[config.mk]
export PLATFORM = sky130hd
export DESIGN_NAME = cpmsc_top
export DESIGN_NICKNAME = d
export VERILOG_FILES = /design/src/cpmsc_pkg.sv /design/src/cpmsc_if.sv /design/src/cpmsc_switch_dec.sv /design/src/cpmsc_auto_detect.sv /design/src/cpmsc_top.sv
export SDC_FILE = /design/constraint.sdc
export NUM_CORES = 1
export LEC_CHECK = 0
export BUFFER_PORTS_ARGS = -buffer_cell sky130_fd_sc_hd__buf_2
export CAP_MARGIN = 25
export CELL_PAD_IN_SITES_DETAIL_PLACEMENT = 0
export CELL_PAD_IN_SITES_GLOBAL_PLACEMENT = 1
export CORE_MARGIN = 4
export CORE_UTILIZATION = 35
export DETAILED_ROUTE_END_ITERATION = 8
export GPL_TIMING_DRIVEN = 0
export HOLD_SLACK_MARGIN = 0.05
export PLACE_DENSITY_LB_ADDON = 0.1
export SETUP_SLACK_MARGIN = 0.4
export SKIP_CTS_REPAIR_TIMING = 1
export SYNTH_ARGS = -nofsm -noshare
export SYNTH_HDL_FRONTEND = slang
export SYNTH_HIERARCHICAL = 1
export SYNTH_SLANG_ARGS = --single-unit
export TNS_END_PERCENT = 100
[constraint.sdc]
create_clock -name ref_clk -period 4.8 [get_ports ref_clk]
set_clock_uncertainty 0.15 [all_clocks]
set_input_delay 0.96 -clock ref_clk [delete_from_list [all_inputs] [get_ports ref_clk]]
set_output_delay 0.96 -clock ref_clk [all_outputs]
set_load 0.01 [all_outputs]
[src/cpmsc_pkg.sv]
// shared constants, types and decode function of the charge-port mode control
package cpmsc_pkg;

  // ---------------------------------------------------------------
  // clock and timing
  // ---------------------------------------------------------------
  localparam int unsigned CLK_MHZ = 100;
  localparam int unsigned V1P2_HOLD_US = 100;
  localparam int unsigned V1P2_HOLD_CYCLES = V1P2_HOLD_US * CLK_MHZ;
  localparam int unsigned HOLD_W = 16;

  // ---------------------------------------------------------------
  // register map (byte addresses, one word each)
  // ---------------------------------------------------------------
  localparam int unsigned ADDR_W = 4;
  localparam logic [3:0] ADDR_CTRL = 4'h0;
  localparam logic [3:0] ADDR_STATUS = 4'h4;
  localparam logic [3:0] ADDR_HOLD = 4'h8;
  localparam logic [3:0] ADDR_COUNT = 4'hc;

  // control register fields
  localparam int unsigned CTRL_EN_BIT = 0;
  localparam int unsigned CTRL_MODE_LSB = 1;
  localparam int unsigned MODE_W = 3;
  localparam logic [MODE_W-1:0] CTRL_MODE_RST = 3'h0;
  localparam logic CTRL_EN_RST = 1'b0;

  // status register fields
  localparam int unsigned ST_PWR_BIT = 0;
  localparam int unsigned ST_DATA_BIT = 1;
  localparam int unsigned ST_SCHEME_LSB = 2;
  localparam int unsigned ST_DISCH_BIT = 6;
  localparam int unsigned ST_ILIM_BIT = 7;

  localparam int unsigned CNT_W = 16;

  // ---------------------------------------------------------------
  // mode select codes
  // ---------------------------------------------------------------
  localparam logic [MODE_W-1:0] SEL_SDP = 3'h1;
  localparam logic [MODE_W-1:0] SEL_CDP = 3'h2;
  localparam logic [MODE_W-1:0] SEL_DCP = 3'h3;
  localparam logic [MODE_W-1:0] SEL_CLIENT = 3'h4;

  typedef enum logic [4:0] {
    CPMSC_MODE_OFF = 5'b00001,
    CPMSC_MODE_SDP = 5'b00010,
    CPMSC_MODE_CDP = 5'b00100,
    CPMSC_MODE_DCP = 5'b01000,
    CPMSC_MODE_CLIENT = 5'b10000
  } cpmsc_mode_t;

  // auto-detect states, also the scheme pattern shown in status
  typedef enum logic [3:0] {
    CPMSC_ST_DIVIDER = 4'b0001,
    CPMSC_ST_DIV_LOCK = 4'b0010,
    CPMSC_ST_V1P2 = 4'b0100,
    CPMSC_ST_SHORTED = 4'b1000
  } cpmsc_state_t;

  // select code to mode; unused codes behave as off
  function automatic cpmsc_mode_t cpmsc_decode(input logic [MODE_W-1:0] sel);
    cpmsc_mode_t m;
    m = CPMSC_MODE_OFF;
    if (sel == SEL_SDP) begin
      m = CPMSC_MODE_SDP;
    end else if (sel == SEL_CDP) begin
      m = CPMSC_MODE_CDP;
    end else if (sel == SEL_DCP) begin
      m = CPMSC_MODE_DCP;
    end else if (sel == SEL_CLIENT) begin
      m = CPMSC_MODE_CLIENT;
    end
    return m;
  endfunction

endpackage

[src/cpmsc_if.sv]
// internal carrier between the top and its switch and detect modules
`timescale 1ns/1ps
`default_nettype none
interface cpmsc_if;
  import cpmsc_pkg::*;
  logic enable;
  logic [MODE_W-1:0] mode_sel;
  logic discharge_active;
  cpmsc_state_t scheme;
  logic next_power_on;
  logic next_data_on;

  modport ctrl (output enable, output mode_sel, output discharge_active,
                input scheme, input next_power_on, input next_data_on);
  modport sw (input enable, input mode_sel, input discharge_active,
              output next_power_on, output next_data_on);
  modport det (input enable, input mode_sel, output scheme);
endinterface
`default_nettype wire

[src/cpmsc_switch_dec.sv]
// decides power switch and data pass switch from mode, enable, discharge
`timescale 1ns/1ps
`default_nettype none
module cpmsc_switch_dec (
  // control carrier
  cpmsc_if.sw bus
);
  import cpmsc_pkg::*;

  cpmsc_mode_t mode;

  // ---------------------------------------------------------------
  // switch decision
  // ---------------------------------------------------------------
  // current limit is deliberately not an input here
  always_comb begin
    mode = cpmsc_decode(bus.mode_sel);
    bus.next_power_on = 1'b0;
    bus.next_data_on = 1'b0;
    if (bus.enable) begin
      // data passes in sdp, cdp (handshake too) and client
      bus.next_data_on = (mode == CPMSC_MODE_SDP) ||
                         (mode == CPMSC_MODE_CDP) ||
                         (mode == CPMSC_MODE_CLIENT);
      // client keeps vbus off to avoid a power conflict
      bus.next_power_on = (mode == CPMSC_MODE_SDP) ||
                          (mode == CPMSC_MODE_CDP) ||
                          (mode == CPMSC_MODE_DCP);
    end
    // dcp never passes data; covered since dcp is not listed
    if (bus.discharge_active) begin
      bus.next_data_on = 1'b0;
      bus.next_power_on = 1'b0;
    end
  end

endmodule
`default_nettype wire

[src/cpmsc_auto_detect.sv]
// automatic dedicated-charging scheme detector
`timescale 1ns/1ps
`default_nettype none
module cpmsc_auto_detect (
  // clock and reset
  input wire logic ref_clk,
  input wire logic rst_n,
  // control carrier
  cpmsc_if.det bus,
  // attached device observations
  input wire logic dev_divider_ok,
  input wire logic dev_shorted_req,
  input wire logic dev_line_released,
  // timing and events
  input wire logic [cpmsc_pkg::HOLD_W-1:0] hold_cycles,
  output logic shorted_entry
);
  import cpmsc_pkg::*;

  cpmsc_state_t state;
  cpmsc_state_t next_state;
  logic [HOLD_W-1:0] count;
  logic [HOLD_W-1:0] next_count;
  logic active;

  assign bus.scheme = state;

  // ---------------------------------------------------------------
  // scheme sequence
  // ---------------------------------------------------------------
  always_comb begin
    active = bus.enable && (cpmsc_decode(bus.mode_sel) == CPMSC_MODE_DCP);
    next_state = state;
    next_count = count;
    shorted_entry = 1'b0;
    if (!active) begin
      next_state = CPMSC_ST_DIVIDER; // restart on divider
      next_count = '0;
    end else begin
      case (state)
        CPMSC_ST_DIVIDER: begin
          if (dev_divider_ok) begin
            next_state = CPMSC_ST_DIV_LOCK;
          end else if (dev_shorted_req) begin
            next_state = CPMSC_ST_V1P2;
            next_count = '0;
          end
        end
        CPMSC_ST_DIV_LOCK: begin
          next_state = CPMSC_ST_DIV_LOCK; // no more transitions
        end
        CPMSC_ST_V1P2: begin
          // brief 1.2 v phase, then shorted
          if (count >= hold_cycles - 1'b1 || hold_cycles == '0) begin
            next_state = CPMSC_ST_SHORTED;
            shorted_entry = 1'b1;
          end else begin
            next_count = count + 1'b1;
          end
        end
        CPMSC_ST_SHORTED: begin
          if (dev_line_released) begin
            next_state = CPMSC_ST_DIVIDER;
          end
        end
        default: begin
          next_state = CPMSC_ST_DIVIDER;
        end
      endcase
    end
  end

  always_ff @(posedge ref_clk or negedge rst_n) begin
    if (!rst_n) begin
      state <= CPMSC_ST_DIVIDER;
      count <= '0;
    end else begin
      state <= next_state;
      count <= next_count;
    end
  end

endmodule
`default_nettype wire

[src/cpmsc_top.sv]
// top of the charge-port mode control: avalon registers and switch outputs
`timescale 1ns/1ps
`default_nettype none
module cpmsc_top #(
  parameter int unsigned HOLD_CYCLES = cpmsc_pkg::V1P2_HOLD_CYCLES
) (
  // clock and reset
  input wire logic ref_clk,
  input wire logic rst_n,
  // avalon-mm slave
  input wire logic [cpmsc_pkg::ADDR_W-1:0] avs_address,
  input wire logic avs_read,
  input wire logic avs_write,
  input wire logic [31:0] avs_writedata,
  output logic [31:0] avs_readdata,
  output logic avs_waitrequest,
  // analog side observations
  input wire logic discharge_active,
  input wire logic current_limit_active,
  input wire logic dev_divider_ok,
  input wire logic dev_shorted_req,
  input wire logic dev_line_released,
  // switch enables
  output logic power_sw_en,
  output logic data_sw_en,
  // data-line charging scheme drive
  output logic divider_2p7v_scheme,
  output logic v1p2_scheme,
  output logic shorted_scheme
);
  import cpmsc_pkg::*;

  // ---------------------------------------------------------------
  // declarations
  // ---------------------------------------------------------------
  cpmsc_if link ();

  logic ctrl_en;
  logic next_ctrl_en;
  logic [MODE_W-1:0] ctrl_mode;
  logic [MODE_W-1:0] next_ctrl_mode;
  logic [HOLD_W-1:0] hold;
  logic [HOLD_W-1:0] next_hold;
  logic [CNT_W-1:0] shorted_count;
  logic [CNT_W-1:0] next_shorted_count;
  logic shorted_entry;

  logic next_waitrequest;
  logic [31:0] next_readdata;
  logic req;
  logic commit;

  logic next_power_sw_en;
  logic next_data_sw_en;
  logic next_divider;
  logic next_v1p2;
  logic next_shorted;

  // ---------------------------------------------------------------
  // carrier wiring
  // ---------------------------------------------------------------
  // software-held controls feed both deciders
  assign link.enable = ctrl_en;
  assign link.mode_sel = ctrl_mode;
  assign link.discharge_active = discharge_active;

  // ---------------------------------------------------------------
  // sub blocks
  // ---------------------------------------------------------------
  cpmsc_switch_dec u_switch (
    .bus (link.sw)
  );

  cpmsc_auto_detect u_detect (
    .ref_clk (ref_clk),
    .rst_n (rst_n),
    .bus (link.det),
    .dev_divider_ok (dev_divider_ok),
    .dev_shorted_req (dev_shorted_req),
    .dev_line_released (dev_line_released),
    .hold_cycles (hold),
    .shorted_entry (shorted_entry)
  );

  // ---------------------------------------------------------------
  // read data mux
  // ---------------------------------------------------------------
  // address decode as an if chain; unmapped reads return zero
  function automatic logic [31:0] read_mux(input logic [ADDR_W-1:0] a,
                                           input logic [31:0] st);
    logic [31:0] d;
    d = '0;
    if (a == ADDR_CTRL) begin
      d[CTRL_EN_BIT] = ctrl_en;
      d[CTRL_MODE_LSB +: MODE_W] = ctrl_mode;
    end else if (a == ADDR_STATUS) begin
      d = st;
    end else if (a == ADDR_HOLD) begin
      d[HOLD_W-1:0] = hold;
    end else if (a == ADDR_COUNT) begin
      d[CNT_W-1:0] = shorted_count;
    end
    return d;
  endfunction

  // ---------------------------------------------------------------
  // bus handshake
  // ---------------------------------------------------------------
  // waitrequest idles high and drops for exactly one cycle per access;
  // that costs a cycle but keeps both bus outputs straight from flops
  always_comb begin
    logic [31:0] st;
    st = '0;
    st[ST_PWR_BIT] = power_sw_en;
    st[ST_DATA_BIT] = data_sw_en;
    st[ST_SCHEME_LSB +: 4] = link.scheme;
    st[ST_DISCH_BIT] = discharge_active;
    st[ST_ILIM_BIT] = current_limit_active;
    req = avs_read || avs_write;
    commit = req && !avs_waitrequest;
    next_waitrequest = 1'b1;
    next_readdata = avs_readdata;
    if (req && avs_waitrequest) begin
      next_waitrequest = 1'b0;
      next_readdata = read_mux(avs_address, st);
    end else if (commit) begin
      next_readdata = '0;
    end
  end

  always_ff @(posedge ref_clk or negedge rst_n) begin
    if (!rst_n) begin
      avs_waitrequest <= 1'b1;
      avs_readdata <= '0;
    end else begin
      avs_waitrequest <= next_waitrequest;
      avs_readdata <= next_readdata;
    end
  end

  // ---------------------------------------------------------------
  // software registers
  // ---------------------------------------------------------------
  // writes land only on the edge where waitrequest is seen low
  always_comb begin
    next_ctrl_en = ctrl_en;
    next_ctrl_mode = ctrl_mode;
    next_hold = hold;
    next_shorted_count = shorted_count;
    if (commit && avs_write) begin
      if (avs_address == ADDR_CTRL) begin
        next_ctrl_en = avs_writedata[CTRL_EN_BIT];
        next_ctrl_mode = avs_writedata[CTRL_MODE_LSB +: MODE_W];
      end else if (avs_address == ADDR_HOLD) begin
        next_hold = avs_writedata[HOLD_W-1:0];
      end else if (avs_address == ADDR_COUNT) begin
        next_shorted_count = '0;
      end
    end
    // a new shorted entry wins over a clear in the same cycle
    if (shorted_entry) begin
      next_shorted_count = shorted_count + 1'b1;
    end
  end

  always_ff @(posedge ref_clk or negedge rst_n) begin
    if (!rst_n) begin
      ctrl_en <= CTRL_EN_RST;
      ctrl_mode <= CTRL_MODE_RST;
      hold <= HOLD_CYCLES[HOLD_W-1:0];
      shorted_count <= '0;
    end else begin
      ctrl_en <= next_ctrl_en;
      ctrl_mode <= next_ctrl_mode;
      hold <= next_hold;
      shorted_count <= next_shorted_count;
    end
  end

  // ---------------------------------------------------------------
  // switch and scheme outputs
  // ---------------------------------------------------------------
  // scheme drive is only live in dcp; discharge silences it too
  always_comb begin
    next_power_sw_en = link.next_power_on;
    next_data_sw_en = link.next_data_on;
    next_divider = 1'b0;
    next_v1p2 = 1'b0;
    next_shorted = 1'b0;
    if (ctrl_en && !discharge_active &&
        cpmsc_decode(ctrl_mode) == CPMSC_MODE_DCP) begin
      // divider shown both while searching and when locked
      next_divider = (link.scheme == CPMSC_ST_DIVIDER) ||
                     (link.scheme == CPMSC_ST_DIV_LOCK);
      next_v1p2 = (link.scheme == CPMSC_ST_V1P2);
      next_shorted = (link.scheme == CPMSC_ST_SHORTED);
    end
  end

  // registered enables, off from reset
  always_ff @(posedge ref_clk or negedge rst_n) begin
    if (!rst_n) begin
      power_sw_en <= 1'b0;
      data_sw_en <= 1'b0;
      divider_2p7v_scheme <= 1'b0;
      v1p2_scheme <= 1'b0;
      shorted_scheme <= 1'b0;
    end else begin
      power_sw_en <= next_power_sw_en;
      data_sw_en <= next_data_sw_en;
      divider_2p7v_scheme <= next_divider;
      v1p2_scheme <= next_v1p2;
      shorted_scheme <= next_shorted;
    end
  end

endmodule
`default_nettype wire

# After elaboration in Yosys (flattened, before gate mapping)
# Index checks and enable logic that the tools add are counted.
# totals
reg_bits	94
output_inout_bits	38
# classes
n_addsub	3
order_cmp	1
bitwise_logic	1
reduce_logical	24
n_mux	38
eq_ne	24
# ops
operator	count
16-bit 2-to-1 mux	12
32-bit 2-to-1 mux	2
16-bit by 1-bit adder with 16-bit output, second input constant	2
16-bit case mux with 2 select lines	1
4-bit 2-to-1 mux	6
5-bit 2-to-1 mux	4
3-bit inequality test, second input constant	6
16-bit >= comparator	1
16-bit zero test	1
4-bit case mux with 4 select lines	1
16-bit by 1-bit subtractor with 16-bit output, second input constant	1
4-bit equality test, second input constant	3
12-bit 2-to-1 mux	1
1-bit 2-to-1 mux	11
4-bit by 3-bit equality test with 1-bit output, second input constant	2
4-bit AND reduction	2
3-bit by 2-bit equality test with 1-bit output, second input constant	2
1-bit logical AND	6
1-bit logical OR	6
3-bit AND reduction	2
2-bit nonzero test	3
5-bit by 2-bit equality test with 1-bit output, second input constant	1
5-bit by 3-bit equality test with 1-bit output, second input constant	1
5-bit by 4-bit equality test with 1-bit output, second input constant	1
other kinds (11)	13

# Logic depth before layout (Yosys ltp)
# Gate-level depths: netlist of the first run.
# logic_depth
depth_word	10
depth_mapped	19
mapped_depth_nobuf	16

# Hierarchy
# The synthesis of the first run kept the hierarchy.
# modules_own_cells
mod	area_each_um2	cells_per_inst	n_inst
cpmsc_top	2951.6	262	1
cpmsc_auto_detect	1799.2	207	1
cpmsc_switch_dec	41.3	6	1

# Worst setup path after synthesis of the first run
# OpenSTA, ideal clock, no wires.
# synth_path
path_kind	register to register
startpoint	register hold[3]
endpoint	register shorted_count[14]
period_less_slack_ns	4.586
path_slack_ns	0.214
n_path_buf	2
stages_incl_launch_ff	19
t_arrival_ns	4.357
required_ns	4.571
path_cell_list	dfrtp_1 nor4_2 nand2_1 or3_1 nor3_1 nor3b_1 xnor2_1 ha_1 nand4_1 nor2_1 nand3_1 o41a_1 and2_2 buf_4 nor2_1 clkbuf_1 nand3_1 nor4_1 mux2i_1
# synth_between
elab_chain_len	8
# synth_rtl
item	line_no	source
start, declared	cpmsc_top.sv:42	logic [HOLD_W-1:0] hold;
start signal, assigned	cpmsc_top.sv:170	hold <= HOLD_CYCLES[HOLD_W-1:0];
start signal, assigned	cpmsc_top.sv:175	hold <= next_hold;
16-bit by 1-bit subtractor with 16-bit output	cpmsc_auto_detect.sv:54	if (count >= hold_cycles - 1'b1 || hold_cycles == '0) begin
16-bit >= comparator	cpmsc_auto_detect.sv:54	
1-bit logical OR *	cpmsc_auto_detect.sv:54	
1-bit 2-to-1 mux *	cpmsc_auto_detect.sv:54	
1-bit 2-to-1 mux *	cpmsc_auto_detect.sv:40	case (state)
1-bit 2-to-1 mux *	cpmsc_auto_detect.sv:36	if (!active) begin
net shorted_entry	cpmsc_top.sv:46	logic shorted_entry;
2-bit inequality test (no line) or 2-bit nonzero test (tied branches)	n/a	
4-bit AND reduction (no line)	n/a	
end signal, assigned	cpmsc_top.sv:176	shorted_count <= next_shorted_count;
end, declared	cpmsc_top.sv:44	logic [CNT_W-1:0] shorted_count;
# The timed path passes the listed nets; every way through them passes the cells marked *.
# A chain may end at the register's enable or synchronous reset.

# Worst setup path in the final report of the first run
# layout_path
startpoint	register hold[5]
endpoint	register shorted_count[9]
# The elaborated chain is that of the path after synthesis.

==> results of run 1 <==
==> where the power goes <==
| part | switching, mW | total (mW) | leakage (nW) | internal [mW] |
|---|---|---|---|---|
| combinational | 0.228 | 0.463 | 1.52 | 0.234 |
| clock | 0.288 | 0.852 | 0.180 | 0.563 |
| sequential | 0.116 | 0.852 | 1.02 | 0.736 |
==> kinds of logic (layout without fill, tap and decap cells) <==
logic type / after synthesis / after routing
fa+ha+maj: 19 / 19
flops: 78 / 78
compound gates: 104 / 104
buf+inv: 45 / 126
simple gates: 168 / 168
xor+xnor: 16 / 16
other cells: 1 / 16
mux: 44 / 44
==> through the flow <==
step	util [%]	hold slack (ns)	power, mW	setup TNS (ns)	std cells
after detailed placement	40.2	0.316	1.29	-5.28	717
after floorplan	-	0.292	1.14	0	490
after CTS	43.0	0.330	2.16	-5.97	733
after global routing	44.9	0.349	2.29	0	747
after global placement	40.0	0.310	1.27	-5.11	716
final	44.9	0.321	2.17	0	747
==> per-layer routing <==
metal,routed length [um],track usage (%),up-vias
li1,-,-,1948
met1,6360,23.4,1886
met2,5730,24.3,85
met3,605,4.48,14
met4,183,6.12,0
met5,0,0,-
==> layout by cell type, fill, tap and decap left out, types with 5 or more instances in the layout <==
cell                        count
sky130_fd_sc_hd__nand2b_1      11
sky130_fd_sc_hd__nand4_1       13
sky130_fd_sc_hd__o311ai_0       5
sky130_fd_sc_hd__nor4_1         7
sky130_fd_sc_hd__mux2i_1       19
sky130_fd_sc_hd__nand3_1       18
sky130_fd_sc_hd__a21oi_1       12
sky130_fd_sc_hd__a31oi_1        5
sky130_fd_sc_hd__buf_4         29
sky130_fd_sc_hd__clkbuf_1      10
sky130_fd_sc_hd__o211ai_1       9
sky130_fd_sc_hd__conb_1        16
sky130_fd_sc_hd__dfstp_2        7
sky130_fd_sc_hd__o21ai_0       26
sky130_fd_sc_hd__clkbuf_16      9
sky130_fd_sc_hd__buf_6          6
sky130_fd_sc_hd__mux2_2        15
sky130_fd_sc_hd__xnor2_1       10
sky130_fd_sc_hd__a22oi_1        8
sky130_fd_sc_hd__xor2_1         5
sky130_fd_sc_hd__o41ai_1        5
sky130_fd_sc_hd__nand3b_1       5
sky130_fd_sc_hd__nor3_1        10
sky130_fd_sc_hd__inv_1         10
sky130_fd_sc_hd__nor2_1        17
sky130_fd_sc_hd__dfrtp_1       69
sky130_fd_sc_hd__or3_1          5
sky130_fd_sc_hd__mux2_4        10
sky130_fd_sc_hd__buf_2         51
sky130_fd_sc_hd__ha_1          19
sky130_fd_sc_hd__nand2_1       37
==> layout make-up <==
type	instances	area, sq um
plain buffers	34	231
clock buffers	9	225
clock inverters	7	146
fillers	1308	7350
inverters	11	45.0
multi-input cells	367	2770
flip-flops and latches	78	1960
well taps	176	220
repair buffers	65	393
==> registers in the layout, summed over array words and instances, names as in the netlist <==
name	cells
avs_readdata	16
avs_waitrequest	1
ctrl_en	1
ctrl_mode	3
data_sw_en	1
divider_2p7v_scheme	1
hold	16
power_sw_en	1
shorted_count	16
shorted_scheme	1
u_detect/bus.scheme	4
u_detect/count	16
v1p2_scheme	1
==> cell usage after synthesis, types with 10 or more instances <==
cell type                  count
sky130_fd_sc_hd__xnor2_1      11
sky130_fd_sc_hd__nand2b_1     12
sky130_fd_sc_hd__mux2_2       15
sky130_fd_sc_hd__ha_1         19
sky130_fd_sc_hd__inv_1        11
sky130_fd_sc_hd__mux2_4       10
sky130_fd_sc_hd__nor3_1       11
sky130_fd_sc_hd__a21oi_1      13
sky130_fd_sc_hd__nand2_1      38
sky130_fd_sc_hd__buf_4        17
sky130_fd_sc_hd__nand4_1      13
sky130_fd_sc_hd__nand3_1      19
sky130_fd_sc_hd__o21ai_0      28
sky130_fd_sc_hd__mux2i_1      19
sky130_fd_sc_hd__dfrtp_1      71
sky130_fd_sc_hd__clkbuf_1     11
sky130_fd_sc_hd__nor2_1       19
==> worst min-delay path: stages (launching register included) <==
cell                      delay (ns)
sky130_fd_sc_hd__dfrtp_1        0.34
sky130_fd_sc_hd__nand2_1        0.04
sky130_fd_sc_hd__o21ai_0        0.06
==> worst max-delay path by stage <==
stage,start,endpoint,slack (ns)
floorplan,hold[3]$_DFFE_PN0P_,shorted_count[14]$_DFFE_PN0P_,0.38
global placement,hold[3]$_DFFE_PN0P_,shorted_count[2]$_DFFE_PN0P_,-0.41
detailed placement,hold[3]$_DFFE_PN0P_,shorted_count[0]$_DFFE_PN0P_,-0.41
CTS,hold[3]$_DFFE_PN0P_,shorted_count[0]$_DFFE_PN0P_,-0.46
global route,hold[5]$_DFFE_PN0P_,shorted_count[12]$_DFFE_PN0P_,0.23
finish,hold[5]$_DFFE_PN0P_,shorted_count[9]$_DFFE_PN0P_,0.43
==> results.cfg, run 1 <==
[worst_setup_path]
required_ns = 4.89
timing.critical_path.to_type = register
r2r-start = hold[5]$_DFFE_PN0P_
rrSetupSlack_ns = 0.43
r2r-end = shorted_count[9]$_DFFE_PN0P_
cp.buffers_inverters = 3
max_stage_delay_ns = 0.52
crit_path_top_delay_cell = sky130_fd_sc_hd__or4_4
worst_reg2reg_path_length_in_cells = 18
cp_data_arrival_time_ns = 4.46
path_cells = nor4_4 > nand2_2 > or3_4 > nor3_4 > nor3b_4 > xnor2_2 > ha_1 > a211oi_2 > nor2_1 > or4_4 > a21oi_4 > and2_4 > buf_8 > nor2_4 > buf_6 > buf_4 > o311a_1 > a211o_1
critical_path_type = reg2reg
cp-start-kind = register
path_delay_family = simple AND/OR/NAND/NOR gates
cp_num_cells = 18
worstPathMaxFanout = 5

[route]
vias = 3933
detail_route.first_pass.iterations = 4
remaining_drc_errors = 0
routed_wl_mm = 12.9
antenna_left = 0
dr.first_iter.drc_count = 190
via_per_inst = 5.27
detail_route.wl_per_cell_um = 17.2

[floorplan]
initial_utilization_pct = 35.9
chipWidth_um = 125
core.rowCount = 42
fp.dieArea_sq_um = 15600
io-pin-count = 83
fp.dieH_um = 125
core_region_area_sq_um = 13300

[pwr]
cellLeakagePower_nw = 2.71
power.ir.vdd_worst_mv = 0.257
p_per_area_nw_per_um2 = 361

[synthesis]
yosys.area_share.adder_pct = 4.96
syn_area_per_cell_sq_um = 10.1
share_of_flip_flops_with_an_asynchronous_set_or_reset_pct = 100
synthXorXnorAreaFrac_pct = 2.92
postSynthRegisterBits = 78
synth_cells = 475
seq_area_frac_synth_pct = 40.9
synth_top_cells_by_area = sky130_fd_sc_hd__dfrtp_1 (37%), sky130_fd_sc_hd__ha_1 (5.0%), sky130_fd_sc_hd__mux2i_1 (4.0%), sky130_fd_sc_hd__dfstp_2 (3.8%), sky130_fd_sc_hd__mux2_2 (3.5%)
synthFlopType = sky130_fd_sc_hd__dfrtp_1
synth_warnings = 6
syn-cell-area_sq_um = 4790
number_of_distinct_library_cells_after_synthesis = 72
combinational_family_with_the_most_area_after_synthesis = simple AND/OR/NAND/NOR gates
post_synth_mux_area_share_pct = 10.6
synth_area_in_compound_gates_pct = 15.8
yosys.area_share.simple_pct = 19.5
synth_top_area_share_pct = 37.1
synth.largest_area_cell = sky130_fd_sc_hd__dfrtp_1
synth_edf_count = 0

[hold_path]
hold_start = avs_readdata[13]$_DFFE_PN0P_
hold_path_class = reg2reg
holdPathStages = 2
worst_hold_path.endpoint = avs_readdata[13]$_DFFE_PN0P_

[global_route]
globalRoute.totalOverflow = 0
largest_net_degree_at_the_start_of_global_routing = 49
track_usage_pct = 16.5
antenna_found_initial = 0
grt_pass1_wl_mm = 20.5
via_count_of_the_first_global_routing_pass = 3851

[sta]
post-route-period-util_pct = 91.1
setup_viol_count_final = 0
worst_slew_margin_rel_pct = 55.1
final_period_minus_worst_setup_slack_ns = 4.37
worst_slew_pin_slew_ns = 0.667
grt_setup_unrepaired = true
final_max_slew_viol_count = 0
setup_ws_ns = 0.426
timing.fmax_ghz = 0.229
finalHoldViolCount = 0

[clocking]
clock-sinks = 78
root_buffer = sky130_fd_sc_hd__clkbuf_16
cts_max_path_buffers = 2
clock_latency_ns = 0.35
cts_tree = yes
htree_num_levels = 3
path_clk_slew_ns = 0.06
cts-buffers-inserted = 9

[placed_design]
gp_congestion = 0.766
dp_worst_setup_slack_ns = -0.411
dp_hpwl_mm = 9.45
postPlaceCellArea_sq_um = 5360
io_buffers = 50

[status]
status = finished, final reports clean

[finish]
final_layout_size_suffix_gt1_share_pct = 29.9
final_cell_area_sq_um = 5990
area.growth.synth_to_final_pct = 25.1
diodes = 0
final_nets = 630

[job]
maxCapViolations = 0
No activity file was read; power rests on OpenSTA's default activity.
==> run 2: changes to the inputs <==
--- a/config.mk
+++ b/config.mk
@@ -10,7 +10,8 @@
 export CELL_PAD_IN_SITES_DETAIL_PLACEMENT = 0
 export CELL_PAD_IN_SITES_GLOBAL_PLACEMENT = 1
 export CORE_MARGIN = 4
-export CORE_UTILIZATION = 35
+export CORE_UTILIZATION = 24
+export CTS_BUF_LIST = sky130_fd_sc_hd__clkbuf_4
 export DETAILED_ROUTE_END_ITERATION = 8
 export GPL_TIMING_DRIVEN = 0
 export HOLD_SLACK_MARGIN = 0.05
@@ -21,4 +22,3 @@
 export SYNTH_HDL_FRONTEND = slang
 export SYNTH_HIERARCHICAL = 1
 export SYNTH_SLANG_ARGS = --single-unit
-export TNS_END_PERCENT = 100
==> run 2 against run 1 <==
Net effect:
- non-clock buffer count fell by 3
- global-route usage fell by 3.3 points
- power fell by 15%
- sequential power barely moved
- setup slack improved by 0.039 ns
- utilization fell by 15 points
- first-iteration DRC count rose by 28%
- critical path type unchanged
- critical path depth did not move
- cell area fell by 2.3%
- via count rose by 1.1%
- routed wire length rose by 13%
- cell count rose by 12%
==> results.cfg, run 2 (synthesis results as in run 1) <==
[clocking]
root_buffer = sky130_fd_sc_hd__clkbuf_4
path_clk_slew_ns = 0.14
clock_latency_ns = 0.46
cts-buffers-inserted = 9
cts_max_path_buffers = 2
clock-sinks = 78
htree_num_levels = 3
cts_tree = yes

[route]
routed_wl_mm = 14.5
vias = 3978
detail_route.wl_per_cell_um = 17.4
antenna_left = 0
via_per_inst = 4.77
dr.first_iter.drc_count = 243
detail_route.first_pass.iterations = 4
remaining_drc_errors = 0

[sta]
holdWs_ns = 0.274
fin_setup_tns_ns = 0
grt_setup_unrepaired = true
final_period_minus_worst_setup_slack_ns = 4.33
setup_ws_ns = 0.465
timing.fmax_ghz = 0.231
worst_slew_pin_slew_ns = 0.720
worst_slew_margin_rel_pct = 52.0
finalHoldViolCount = 0
post-route-period-util_pct = 90.3
setup_viol_count_final = 0
final_max_slew_viol_count = 0

[worst_setup_path]
r2r-start = hold[5]$_DFFE_PN0P_
cp_data_arrival_time_ns = 4.57
rrSetupSlack_ns = 0.47
required_ns = 5.03
r2r-end = shorted_count[12]$_DFFE_PN0P_
worst_reg2reg_path_length_in_cells = 18
worstSetupStartpoint = hold[5]$_DFFE_PN0P_
cp-start-kind = register
timing.critical_path.to_type = register
worstPathMaxFanout = 5
critical_path_type = reg2reg

[global_route]
largest_net_degree_at_the_start_of_global_routing = 52
via_count_of_the_first_global_routing_pass = 4045
globalRoute.totalOverflow = 0
track_usage_pct = 13.2
grt_pass1_wl_mm = 23.1
antenna_found_initial = 1

[floorplan]
io-pin-count = 83
core_region_area_sq_um = 19500
core.rowCount = 51
chipWidth_um = 149
fp.dieH_um = 149
fp.dieArea_sq_um = 22300
initial_utilization_pct = 24.5

[finish]
final_instance_count_without_filler_cells = 834
final_cell_area_sq_um = 5860
fin_util_pct = 30.0
layout.cells.most_common_list = sky130_fd_sc_hd__dfrtp_1 (69), sky130_fd_sc_hd__buf_2 (52), sky130_fd_sc_hd__nand2_1 (37), sky130_fd_sc_hd__buf_4 (27), sky130_fd_sc_hd__o21ai_0 (26)
final_nets = 627
final_common_cell = sky130_fd_sc_hd__dfrtp_1
final_layout_size_suffix_gt1_share_pct = 28.5
multi_input_comb_area_sq_um = 2740
area.growth.synth_to_final_pct = 22.2
nFillCells = 2127
final-seq-area_sq_um = 1960

[placed_design]
postPlaceCellArea_sq_um = 5470
placedCellCount = 806
gp_congestion = 0.727
dp_worst_setup_slack_ns = -0.595
io_buffers = 50
dp_hpwl_mm = 10.8

[status]
status = finished, final reports clean

[pwr]
p_per_area_nw_per_um2 = 315
cellLeakagePower_nw = 2.63
power.ir.vdd_worst_mv = 0.130
finalPower_mw = 1.85

[hold_path]
hold_path_class = in2async

[job]
maxCapViolations = 0
## run 2: cell types whose count changed in the layout (fill, tap and decap cells not counted), moves of 2 or more
cell                        delta
sky130_fd_sc_hd__clkbuf_16     -9
sky130_fd_sc_hd__clkbuf_4      +9
sky130_fd_sc_hd__clkinv_4      -3
sky130_fd_sc_hd__buf_4         -2
sky130_fd_sc_hd__buf_6         -2
sky130_fd_sc_hd__clkinv_1      +2
sky130_fd_sc_hd__o311ai_0      -2
sky130_fd_sc_hd__o311ai_1      +2
## run 2: cell type report
cell class	instances	area share (%)
diodes	1	0.0427
plain buffers	34	4.04
clock buffers	9	1.15
clock inverters	7	1.92
inverters	11	0.705
multi-input cells	367	46.8
flip-flops and latches	78	33.5
well taps	265	5.66
repair buffers	62	6.15
## run 2: critical path: stages (launching register included)
cell and delay [ns]:
sky130_fd_sc_hd__dfrtp_2 0.46, sky130_fd_sc_hd__nor4_4 0.31, sky130_fd_sc_hd__nand2_2 0.11, sky130_fd_sc_hd__or3_4 0.40
sky130_fd_sc_hd__nor3_4 0.17, sky130_fd_sc_hd__nor3b_2 0.21, sky130_fd_sc_hd__xnor2_1 0.12, sky130_fd_sc_hd__ha_1 0.32
sky130_fd_sc_hd__nand4_1 0.16, sky130_fd_sc_hd__nor2_2 0.18, sky130_fd_sc_hd__nand3_2 0.09, sky130_fd_sc_hd__o41a_1 0.33
sky130_fd_sc_hd__and2_4 0.16, sky130_fd_sc_hd__buf_12 0.12, sky130_fd_sc_hd__nor2_4 0.17, sky130_fd_sc_hd__buf_6 0.15
sky130_fd_sc_hd__nand4b_1 0.09, sky130_fd_sc_hd__or4_1 0.43, sky130_fd_sc_hd__o211ai_1 0.12
## run 2: worst max-delay path by stage
| stage | end | slack (ns) | depth (start not counted) |
|---|---|---|---|
| 2_1_floorplan | shorted_count[14]$_DFFE_PN0P_ | 0.38 | 18 |
| 3_3_place_gp | shorted_count[2]$_DFFE_PN0P_ | -0.56 | 18 |
| 3_5_place_dp | shorted_count[3]$_DFFE_PN0P_ | -0.59 | 18 |
| 4_1_cts | shorted_count[0]$_DFFE_PN0P_ | -0.63 | 18 |
| 5_1_grt | shorted_count[8]$_DFFE_PN0P_ | 0.24 | 18 |
| 6_report | shorted_count[12]$_DFFE_PN0P_ | 0.47 | 18 |
## run 2: routing by layer
metal	wire [um]	global-route usage [%]	share of wire, %
met2	6500	20.2	45
met5	0	0	0
met4	120	2.75	0.83
met3	624	3.46	4.3
met1	7270	18.9	50
## run 2: report_power, final
group / total, mW / switching, mW / internal (mW)
registers: 0.851 / 0.117 / 0.735
logic: 0.480 / 0.241 / 0.239
clock network: 0.516 / 0.256 / 0.260
total: 1.85 / 0.613 / 1.23
